===== src/logic/scan_result_defines.svh =====
// Register offsets, field positions, reset values and limits of the result message assembler
`ifndef SCAN_RESULT_DEFINES_SVH
`define SCAN_RESULT_DEFINES_SVH

`define SRA_OFS_CTRL 8'h00
`define SRA_OFS_FRAME 8'h04
`define SRA_OFS_STATUS 8'h08
`define SRA_OFS_NR_LEN 8'h0c
`define SRA_OFS_NR_TEXT0 8'h10
`define SRA_OFS_NR_TEXT3 8'h1c

`define SRA_CTRL_MULTI 0
`define SRA_CTRL_FIXED 1
`define SRA_CTRL_SEP_LSB 8
`define SRA_CTRL_FIXLEN_LSB 16
`define SRA_CTRL_HDRLEN_LSB 24
`define SRA_CTRL_TRLLEN_LSB 28

`define SRA_STAT_BUSY 0
`define SRA_STAT_OVF 1
`define SRA_STAT_CNT_LSB 8

`define SRA_CTRL_RESET 32'h0000_2d00
`define SRA_FRAME_RESET 32'h0000_0000
`define SRA_NR_LEN_RESET 4'h1
`define SRA_NR_TEXT_RESET 32'h0000_003f

`define SRA_SEP_NONE 8'h58
`define SRA_NR_MAX 4'hf
`define SRA_FRAME_MAX 2'h2

`endif


===== src/logic/scan_result_pkg.sv =====
// Types shared by the result message assembler
package scan_result_pkg;

    typedef enum logic [2:0] {
        ST_IDLE = 3'b000,
        ST_HDR = 3'b001,
        ST_CODE = 3'b010,
        ST_SEP = 3'b011,
        ST_NREAD = 3'b100,
        ST_TRL = 3'b101
    } asm_state_t;

endpackage


===== src/logic/byte_stream_if.sv =====
// Byte stream with valid, ready and end-of-unit marker
interface byte_stream_if #(
    parameter int W = 8
);
    logic valid;
    logic ready;
    logic [W-1:0] data;
    logic last;

    modport src (output valid, output data, output last, input ready);
    modport snk (input valid, input data, input last, output ready);
endinterface


===== src/logic/scan_result_message_assembler.sv =====
// Scan result message assembler with APB register slave
//
// Summary of operation
// [RL1] Trigger cycle ending with no good decode yields a no-read field.
// [RL2] Multi-character no-read text is sent exactly, ignoring code length.
// [RL3] Single no-read character with fixed length repeats to the fixed length.
// [RL4] Single no-read character with variable length is sent once.
// [RL5] No-read format comes only from the first enabled code type.
// [RL6] No-read text of one to 15 characters, control characters allowed.
// [RL7] Multiple codes on: every symbol in the trigger cycle is kept.
// [RL8] Multiple codes off: only the first symbol is kept, later ignored.
// [RL9] Codes go out in the order they entered the code buffer.
// [RL10] Configured separator character goes between consecutive codes.
// [RL11] Separator character X means no separator at all.
// [RL12] In multiple-code mode a failed decode adds a no-read after the last stored code.
// [RL13] Every message starts with header and ends with trailer characters.
// [RL14] Results buffered during the cycle; one message sent at cycle end.
`include "scan_result_defines.svh"

module scan_result_message_assembler #(
    parameter int BUF_DEPTH = 256
) (
    // Clock and reset
    input wire logic clk_i,
    input wire logic rst_i,
    // APB slave
    input wire logic psel_i,
    input wire logic penable_i,
    input wire logic pwrite_i,
    input wire logic [7:0] paddr_i,
    input wire logic [31:0] pwdata_i,
    output logic [31:0] prdata_o,
    output logic pready_o,
    output logic pslverr_o,
    // Trigger and decoder
    input wire logic trig_start_i,
    input wire logic trig_end_i,
    input wire logic dec_valid_i,
    input wire logic [7:0] dec_data_i,
    input wire logic dec_last_i,
    input wire logic dec_fail_i,
    // Message byte stream to the serial transmitter
    output logic msg_valid_o,
    output logic [7:0] msg_data_o,
    output logic msg_last_o,
    input wire logic msg_ready_i
);
    byte_stream_if fifo_wr ();
    byte_stream_if fifo_rd ();
    byte_stream_if buf_in ();
    byte_stream_if buf_out ();

    scan_result_pkg::asm_state_t state_q;
    logic [31:0] ctrl_q;
    logic [31:0] frame_q;
    logic [3:0] nr_len_q;
    logic [31:0] nr_text_q [4];
    logic ovf_q;
    logic [7:0] msg_cnt_q;
    logic active_q;
    logic [7:0] sym_cnt_q;
    logic fail_seen_q;
    logic [7:0] left_q;
    logic noread_q;
    logic [5:0] idx_q;

    logic multi;
    logic fixed;
    logic [7:0] sep;
    logic [5:0] fix_len;
    logic [1:0] hdr_len;
    logic [1:0] trl_len;
    logic sep_on;
    logic busy;
    logic setup;
    logic mapped;
    logic take;
    logic [5:0] nr_field_len;
    logic [7:0] nr_char;
    logic [7:0] emit_data;
    logic emit_valid;
    logic unit_done;
    logic fire;
    logic final_byte;
    logic [7:0] left_after;

    assign multi = ctrl_q[`SRA_CTRL_MULTI];
    assign fixed = ctrl_q[`SRA_CTRL_FIXED];
    assign sep = ctrl_q[`SRA_CTRL_SEP_LSB +: 8];
    assign fix_len = ctrl_q[`SRA_CTRL_FIXLEN_LSB +: 6];
    // Lengths above two are clipped to the two stored characters
    assign hdr_len = (ctrl_q[`SRA_CTRL_HDRLEN_LSB +: 2] > `SRA_FRAME_MAX) ?
        `SRA_FRAME_MAX : ctrl_q[`SRA_CTRL_HDRLEN_LSB +: 2];
    assign trl_len = (ctrl_q[`SRA_CTRL_TRLLEN_LSB +: 2] > `SRA_FRAME_MAX) ?
        `SRA_FRAME_MAX : ctrl_q[`SRA_CTRL_TRLLEN_LSB +: 2];
    // [RL11] X suppresses separator
    assign sep_on = (sep != `SRA_SEP_NONE);
    assign busy = (state_q != scan_result_pkg::ST_IDLE);

    // APB: decode in setup phase, answer in the access phase with no wait
    assign setup = psel_i && !penable_i;
    assign mapped = (paddr_i[1:0] == 2'b00) && (paddr_i <= `SRA_OFS_NR_TEXT3);

    always_ff @(posedge clk_i) begin
        if (rst_i) begin
            pready_o <= 1'b0;
            pslverr_o <= 1'b0;
            prdata_o <= 32'h0000_0000;
        end else begin
            pready_o <= setup;
            pslverr_o <= setup && !mapped;
            prdata_o <= 32'h0000_0000;
            if (setup && !pwrite_i) begin
                unique case (paddr_i)
                    `SRA_OFS_CTRL: prdata_o <= ctrl_q;
                    `SRA_OFS_FRAME: prdata_o <= frame_q;
                    `SRA_OFS_STATUS: prdata_o <= {16'h0000, msg_cnt_q, 6'h00, ovf_q, busy};
                    `SRA_OFS_NR_LEN: prdata_o <= {28'h000_0000, nr_len_q};
                    default: begin
                        if (mapped) begin
                            prdata_o <= nr_text_q[paddr_i[3:2]];
                        end
                    end
                endcase
            end
        end
    end

    // Writes land at the edge that completes the access phase
    assign take = psel_i && penable_i && pwrite_i && pready_o;

    always_ff @(posedge clk_i) begin
        if (rst_i) begin
            ctrl_q <= `SRA_CTRL_RESET;
            frame_q <= `SRA_FRAME_RESET;
        end else if (take && paddr_i == `SRA_OFS_CTRL) begin
            ctrl_q <= pwdata_i;
        end else if (take && paddr_i == `SRA_OFS_FRAME) begin
            frame_q <= pwdata_i;
        end
    end

    always_ff @(posedge clk_i) begin
        if (rst_i) begin
            nr_len_q <= `SRA_NR_LEN_RESET;
            for (int i = 0; i < 4; i++) begin
                nr_text_q[i] <= `SRA_NR_TEXT_RESET;
            end
        end else if (take && paddr_i == `SRA_OFS_NR_LEN) begin
            // [RL6] length held in 1..15
            nr_len_q <= (pwdata_i[3:0] == 4'h0) ? 4'h1 : pwdata_i[3:0];
        end else if (take && mapped && paddr_i >= `SRA_OFS_NR_TEXT0) begin
            // [RL6] any byte value, control characters included
            nr_text_q[paddr_i[3:2]] <= pwdata_i;
        end
    end

    // Trigger cycle tracking; a trigger edge during assembly is ignored
    always_ff @(posedge clk_i) begin
        if (rst_i) begin
            active_q <= 1'b0;
        end else if (trig_start_i && !busy) begin
            active_q <= 1'b1;
        end else if (trig_end_i) begin
            active_q <= 1'b0;
        end
    end

    // [RL7] all symbols kept when multi
    // [RL8] single mode drops bytes after the first symbol
    assign fifo_wr.valid = dec_valid_i && active_q && (multi || sym_cnt_q == 8'h00);
    assign fifo_wr.data = dec_data_i;
    assign fifo_wr.last = dec_last_i;

    always_ff @(posedge clk_i) begin
        if (rst_i || (trig_start_i && !busy)) begin
            sym_cnt_q <= 8'h00;
            fail_seen_q <= 1'b0;
        end else if (active_q) begin
            if (fifo_wr.valid && fifo_wr.ready && dec_last_i && sym_cnt_q != 8'hff) begin
                sym_cnt_q <= sym_cnt_q + 8'h01;
            end
            if (dec_fail_i) begin
                fail_seen_q <= 1'b1;
            end
        end
    end

    // Overflow is sticky; write one clears it, a new overflow wins
    always_ff @(posedge clk_i) begin
        if (rst_i) begin
            ovf_q <= 1'b0;
        end else if (fifo_wr.valid && !fifo_wr.ready) begin
            ovf_q <= 1'b1;
        end else if (take && paddr_i == `SRA_OFS_STATUS && pwdata_i[`SRA_STAT_OVF]) begin
            ovf_q <= 1'b0;
        end
    end

    // [RL14] decoded bytes held until the trigger cycle ends
    code_fifo #(
        .DEPTH(BUF_DEPTH)
    ) u_code_fifo (
        .clk_i(clk_i),
        .rst_i(rst_i),
        .flush_i(trig_start_i && !busy),
        .wr(fifo_wr.snk),
        .rd(fifo_rd.src)
    );

    // No-read field shape
    always_comb begin
        nr_field_len = 6'd1;
        nr_char = nr_text_q[0][7:0];
        if (nr_len_q > 4'h1) begin
            // [RL2] exact text, code length ignored
            nr_field_len = {2'b00, nr_len_q};
            nr_char = nr_text_q[idx_q[3:2]][idx_q[1:0]*8 +: 8];
        end else if (fixed && fix_len != 6'd0) begin
            // [RL3] pad to fixed length
            // [RL5] fixed length is that of the first enabled code type
            nr_field_len = fix_len;
        end
        // [RL4] otherwise one copy
    end

    // Byte offered to the output buffer in each state
    always_comb begin
        emit_valid = 1'b1;
        emit_data = 8'h00;
        unit_done = 1'b0;
        unique case (state_q)
            scan_result_pkg::ST_IDLE: begin
                emit_valid = 1'b0;
            end
            scan_result_pkg::ST_HDR: begin
                emit_data = frame_q[idx_q[0]*8 +: 8];
                unit_done = (idx_q[1:0] == hdr_len - 2'd1);
            end
            scan_result_pkg::ST_CODE: begin
                // [RL9] buffer order is transmit order
                emit_valid = fifo_rd.valid;
                emit_data = fifo_rd.data;
                unit_done = fifo_rd.last;
            end
            scan_result_pkg::ST_SEP: begin
                emit_data = sep;
                unit_done = 1'b1;
            end
            scan_result_pkg::ST_NREAD: begin
                emit_data = nr_char;
                unit_done = (idx_q == nr_field_len - 6'd1);
            end
            scan_result_pkg::ST_TRL: begin
                emit_data = frame_q[16 + idx_q[0]*8 +: 8];
                unit_done = (idx_q[1:0] == trl_len - 2'd1);
            end
        endcase
    end

    assign fire = emit_valid && buf_in.ready;
    assign fifo_rd.ready = (state_q == scan_result_pkg::ST_CODE) && buf_in.ready;
    assign left_after = left_q - 8'h01;
    assign final_byte = unit_done && ((state_q == scan_result_pkg::ST_TRL) ||
        (trl_len == 2'd0 && ((state_q == scan_result_pkg::ST_NREAD) ||
        (state_q == scan_result_pkg::ST_CODE && left_q == 8'h01 && !noread_q))));

    assign buf_in.valid = emit_valid;
    assign buf_in.data = emit_data;
    assign buf_in.last = final_byte;

    // Assembly sequencer
    always_ff @(posedge clk_i) begin
        if (rst_i) begin
            state_q <= scan_result_pkg::ST_IDLE;
            idx_q <= 6'd0;
            left_q <= 8'h00;
            noread_q <= 1'b0;
        end else if (state_q == scan_result_pkg::ST_IDLE) begin
            idx_q <= 6'd0;
            // [RL14] one message per trigger end
            if (active_q && trig_end_i) begin
                left_q <= sym_cnt_q;
                // [RL1] no symbol decoded
                // [RL12] a failed symbol in multi mode adds a no-read
                noread_q <= (sym_cnt_q == 8'h00) || (multi && fail_seen_q);
                // [RL13] header first
                if (hdr_len != 2'd0) begin
                    state_q <= scan_result_pkg::ST_HDR;
                end else if (sym_cnt_q != 8'h00) begin
                    state_q <= scan_result_pkg::ST_CODE;
                end else begin
                    state_q <= scan_result_pkg::ST_NREAD;
                end
            end
        end else if (fire) begin
            idx_q <= unit_done ? 6'd0 : idx_q + 6'd1;
            if (unit_done) begin
                unique case (state_q)
                    scan_result_pkg::ST_HDR: begin
                        state_q <= (left_q != 8'h00) ? scan_result_pkg::ST_CODE :
                            scan_result_pkg::ST_NREAD;
                    end
                    scan_result_pkg::ST_CODE: begin
                        left_q <= left_after;
                        // [RL10] separator between codes
                        if (left_after != 8'h00 || noread_q) begin
                            state_q <= sep_on ? scan_result_pkg::ST_SEP :
                                (left_after != 8'h00) ? scan_result_pkg::ST_CODE :
                                scan_result_pkg::ST_NREAD;
                        end else begin
                            state_q <= (trl_len != 2'd0) ? scan_result_pkg::ST_TRL :
                                scan_result_pkg::ST_IDLE;
                        end
                    end
                    scan_result_pkg::ST_SEP: begin
                        // [RL12] no-read after the last code
                        state_q <= (left_q != 8'h00) ? scan_result_pkg::ST_CODE :
                            scan_result_pkg::ST_NREAD;
                    end
                    scan_result_pkg::ST_NREAD: begin
                        state_q <= (trl_len != 2'd0) ? scan_result_pkg::ST_TRL :
                            scan_result_pkg::ST_IDLE;
                    end
                    default: begin
                        // [RL13] trailer closes the message
                        state_q <= scan_result_pkg::ST_IDLE;
                    end
                endcase
            end
        end
    end

    always_ff @(posedge clk_i) begin
        if (rst_i) begin
            msg_cnt_q <= 8'h00;
        end else if (fire && final_byte) begin
            msg_cnt_q <= msg_cnt_q + 8'h01;
        end
    end

    two_entry_buffer u_out_buf (
        .clk_i(clk_i),
        .rst_i(rst_i),
        .in(buf_in.snk),
        .out(buf_out.src)
    );

    assign buf_out.ready = msg_ready_i;
    assign msg_valid_o = buf_out.valid;
    assign msg_data_o = buf_out.data;
    assign msg_last_o = buf_out.last;
endmodule


===== src/logic/code_fifo.sv =====
// Code buffer: decoded bytes of one trigger cycle, kept in arrival order
module code_fifo #(
    parameter int DEPTH = 256
) (
    // Clock and reset
    input wire logic clk_i,
    input wire logic rst_i,
    input wire logic flush_i,
    // Streams
    byte_stream_if.snk wr,
    byte_stream_if.src rd
);
    localparam int AW = $clog2(DEPTH);

    logic [8:0] mem [DEPTH];
    logic [AW:0] wptr_q;
    logic [AW:0] rptr_q;
    logic full;
    logic empty;

    assign empty = (wptr_q == rptr_q);
    assign full = (wptr_q[AW] != rptr_q[AW]) && (wptr_q[AW-1:0] == rptr_q[AW-1:0]);
    assign wr.ready = !full;
    assign rd.valid = !empty;
    assign rd.data = mem[rptr_q[AW-1:0]][7:0];
    assign rd.last = mem[rptr_q[AW-1:0]][8];

    always_ff @(posedge clk_i) begin
        if (wr.valid && !full) begin
            mem[wptr_q[AW-1:0]] <= {wr.last, wr.data};
        end
    end

    always_ff @(posedge clk_i) begin
        if (rst_i || flush_i) begin
            wptr_q <= '0;
        end else if (wr.valid && !full) begin
            wptr_q <= wptr_q + 1'b1;
        end
    end

    always_ff @(posedge clk_i) begin
        if (rst_i || flush_i) begin
            rptr_q <= '0;
        end else if (rd.ready && !empty) begin
            rptr_q <= rptr_q + 1'b1;
        end
    end
endmodule


===== src/logic/two_entry_buffer.sv =====
// Two-entry output buffer; ready toward the source is registered
module two_entry_buffer (
    // Clock and reset
    input wire logic clk_i,
    input wire logic rst_i,
    // Streams
    byte_stream_if.snk in,
    byte_stream_if.src out
);
    logic main_v_q;
    logic [8:0] main_q;
    logic skid_v_q;
    logic [8:0] skid_q;
    logic in_fire;

    assign in.ready = !skid_v_q;
    assign in_fire = in.valid && !skid_v_q;
    assign out.valid = main_v_q;
    assign out.data = main_q[7:0];
    assign out.last = main_q[8];

    always_ff @(posedge clk_i) begin
        if (rst_i) begin
            main_v_q <= 1'b0;
            main_q <= 9'h000;
            skid_v_q <= 1'b0;
            skid_q <= 9'h000;
        end else if (!main_v_q || out.ready) begin
            if (skid_v_q) begin
                main_q <= skid_q;
                skid_v_q <= 1'b0;
            end else begin
                main_v_q <= in_fire;
                if (in_fire) begin
                    main_q <= {in.last, in.data};
                end
            end
        end else if (in_fire) begin
            // Receiver stalled: park the word so nothing is lost
            skid_q <= {in.last, in.data};
            skid_v_q <= 1'b1;
        end
    end
endmodule


===== config.mk =====
export PLATFORM = sky130hd
export DESIGN_NAME = scan_result_message_assembler
export DESIGN_NICKNAME = d
export VERILOG_FILES = /design/src/logic/scan_result_pkg.sv /design/src/logic/byte_stream_if.sv /design/src/logic/scan_result_message_assembler.sv /design/src/logic/code_fifo.sv /design/src/logic/two_entry_buffer.sv
export VERILOG_INCLUDE_DIRS = /design/src /design/src/logic
export SDC_FILE = /design/constraint.sdc
export NUM_CORES = 2
export LEC_CHECK = 0
export BUFFER_PORTS_ARGS = -buffer_cell sky130_fd_sc_hd__buf_2
export CAP_MARGIN = 20
export CORE_ASPECT_RATIO = 1.1
export CORE_MARGIN = 10
export CORE_UTILIZATION = 35
export CTS_CLUSTER_DIAMETER = 60
export DETAILED_ROUTE_END_ITERATION = 8
export GPL_TIMING_DRIVEN = 0
export PLACE_DENSITY = 0.52
export SYNTH_ARGS = -nofsm -noshare
export SYNTH_HDL_FRONTEND = slang
export SYNTH_SLANG_ARGS = --single-unit

===== constraint.sdc =====
create_clock -name clk_i -period 8.8 [get_ports clk_i]
set_input_delay 0.44 -clock clk_i [delete_from_list [all_inputs] [get_ports clk_i]]
set_output_delay 0.44 -clock clk_i [all_outputs]
set_load 0.02 [all_outputs]

==> flow_metrics.tcl <==
set metrics [dict create \
    clock_skew_ns 0.04777 \
    synth.avg_cell_area_sq_um 19.74 \
    ctsResizeCount 0 \
    port_buffers 99 \
    cp_max_fo 10 \
    core_area_sq_um 297400 \
    antenna_found_initial 10 \
    io_pins 103 \
    post_cts_buffers 0 \
    synthesis.area_sq_um 104400 \
    htreeDepth 5 \
    r2r_slack_ns 2.69 \
    grt-ovfl-total 0 \
    status "finished clean" \
    relSlewSlack 0.1182 \
    leakagePower_nw 37.27 \
    numCtsBuffers 289 \
    clk_pin_slew_ns 0.06 \
    grt_use_met3 0.03854 \
    hold_path.class "in2reg" \
    drtPass1Iterations 7 \
    synth_nets 5364 \
    maxSlewViolCount 0 \
    p_per_area_nw_per_um2 224.2 \
    finalSetupViolations 0 \
    row_count 210 \
    die_h_um 592.9 \
    final_common_cell "edfxtp_1" \
    routed_via_density 5.564 \
    cts_tree "built" \
    initial_core_util 0.3511 \
    wl_um 323400 \
    worstPathArrival_ns 6.88 \
    drive_gt1_frac 0.2637 \
    placed_cell_area_sq_um 110900 \
    start_kind "flip-flop" \
    hold_buffers 48 \
    synth_edf_count 2432 \
    ys_ff_latch 2619 \
    place_ws_ns 3.120 \
    drv_cap 0 \
    clk_path_buf_depth 4 \
    crit_type "reg2reg" \
    whs_ns 0.08536 \
    grt_pass1_vias 56120 \
    final_area_sq_um 121100 \
    gp_congestion 0.9388 \
    vias 55510 \
    cp-end-kind "flip-flop" \
    async_flop_share 0 \
    die_x_um 540.8 \
    fin_crit_ns 6.109 \
    place.detailed.hpwl_um 218500 \
    hold_violations 0 \
    synth.yosys.seq_area_share 0.7351 \
    die_area_sq_um 320700 \
    synth-main-ff-cell "edfxtp_1" \
    rsz0062_at_grt "no" \
    ys_types 81 \
    layout.nets 5889 \
    tightest_slew_ns 1.323 \
    setup_ws_ns 2.691 \
    clk_latency_ns 0.91 \
    grt_max_degree 163 \
    final_cells 9976 \
    synthToLayoutAreaGrowth_pct 15.98 \
    finalCritPeriodShare 0.6942 \
    grt_use_total 0.1957 \
    use_met1 0.2548 \
    postLayoutCoreUtil 0.4072 \
    first_iter_violations 6458 \
    cp-endpoint "u_out_buf.skid_q[6]" \
    max_freq_mhz 163.7 \
    reg2reg_to "u_out_buf.skid_q[6]" \
    dp_cells 9369 \
    yosysWarnings 0 \
    grt_first_pass_wirelength_um 447000 \
    ant_nets 0 \
    setup-tns-final_ns 0 \
    reg2reg_depth 14 \
    grt-busiest-layer "met2" \
    power_mw 27.16 \
    final_cell_mix "edfxtp_1 (2432), mux4_2 (757), nor2_1 (461)" \
    grt.met2_usage 0.3235 \
    synth_cells 5292 \
    avgRoutedWirePerCell_um 32.42 \
    root_buffer "clkbuf_16" \
    vdd_drop_max_uv 142.9 \
    cts_sinks 2619 \
    cp.required_ns 9.57 \
    drc_errors 0 \
]
## cells by family (layout without fill, tap and decap cells)
group                    Yosys count  after routing  share of synthesized area
flip-flops                      2619           2619                     0.7351
other                              0              6                          0
XOR/XNOR                          48             48                   0.004025
multiplexers                     872            872                     0.1751
AO/OA/AOI/OAI                    373            373                    0.02392
AND/OR/NAND/NOR                  981            981                    0.04042
adder cells (fa/ha/maj)           13             13                   0.001557
buffers and inverters            386           1142                    0.01986
## routing by layer
layer / part of all wire / wire length, um
met1: 0.40 / 129200
met2: 0.48 / 155800
met5: 0.000040 / 13
met3: 0.071 / 23090
met4: 0.047 / 15310
## Yosys cell counts, drive strengths merged, types with 7 or more instances
master | instances | area [sq um]
clkbuf | 135 | 510.5
edfxtp | 2432 | 73030
nand2 | 289 | 1085
xor2 | 22 | 192.7
inv | 62 | 232.7
a221oi | 11 | 96.34
nand2b | 9 | 56.30
and2 | 12 | 75.07
nor3 | 21 | 115.1
a211oi | 12 | 90.09
o211a | 10 | 100.1
o31ai | 7 | 52.55
nor2b | 21 | 131.4
nor3b | 12 | 90.09
a2111oi | 8 | 103.9
nand3 | 53 | 265.3
ha | 13 | 162.7
and3 | 37 | 231.5
a311oi | 11 | 102.6
mux2i | 68 | 680.7
o22ai | 21 | 131.4
a22oi | 48 | 360.4
xnor2 | 26 | 227.7
mux4 | 759 | 17100
buf | 188 | 1328
a22o | 8 | 70.07
a21oi | 140 | 711.9
nor2 | 463 | 1740
nand3b | 8 | 60.06
mux2 | 45 | 506.7
nor4 | 15 | 93.84
dfxtp | 187 | 3744
o211ai | 12 | 95.09
o21ai | 51 | 255.2
nand4 | 14 | 87.58
or3 | 13 | 81.33
## where the power goes
group / leakage [nW] / switching, mW / internal (mW)
clock: 4.56 / 5.16 / 6.91
sequential: 23.5 / 0.0353 / 13.6
combinational: 9.18 / 0.922 / 0.482
## registers in the layout, indices dropped and copies added, names as in the netlist, 3 cells and up, named ones only
name / cells
u_code_fifo.mem: 2304
nr_text_q: 128
ctrl_q: 32
frame_q: 32
prdata_o: 32
u_code_fifo.rptr_q: 9
u_code_fifo.wptr_q: 9
u_out_buf.main_q: 9
u_out_buf.skid_q: 9
left_q: 8
msg_cnt_q: 8
sym_cnt_q: 8
idx_q: 6
nr_len_q: 4
state_q: 3
## layout make-up
type | count | area, sq um
diodes | 6 | 15.01
plain buffers | 323 | 1848
clock buffers | 371 | 7684
clock inverters | 151 | 1723
fillers | 26600 | 176300
inverters | 63 | 236.5
multi-input cells | 2287 | 25640
flip-flops and latches | 2619 | 76770
well taps | 3922 | 4907
repair buffers | 234 | 2303
## how the worst min path moves through the flow
stage,startpoint,to,slack [ns],cells after the start
2_1_floorplan,ctrl_q[2],ctrl_q[2],0.44,2
3_3_place_gp,ctrl_q[30],ctrl_q[30],0.45,2
3_5_place_dp,ctrl_q[6],ctrl_q[6],0.46,2
4_1_cts,pwrite_i,prdata_o[31],0.02,4
5_1_grt,dec_data_i[0],u_code_fifo.mem[158][0],0.07,1
6_report,dec_data_i[0],u_code_fifo.mem[158][0],0.09,1
## critical path: stages, from the launching register on
cell,delay [ns]
dfxtp_1,0.32
buf_6,0.28
buf_6,0.38
buf_6,0.36
buf_4,0.36
buf_2,0.62
mux4_2,0.40
mux4_2,0.53
a22oi_1,0.49
nand3_1,0.45
o21ai_0,1.04
a311oi_1,0.16
buf_2,0.26
nor2_1,0.13
a21oi_1,0.08
Power figures use the tool's default switching activity.
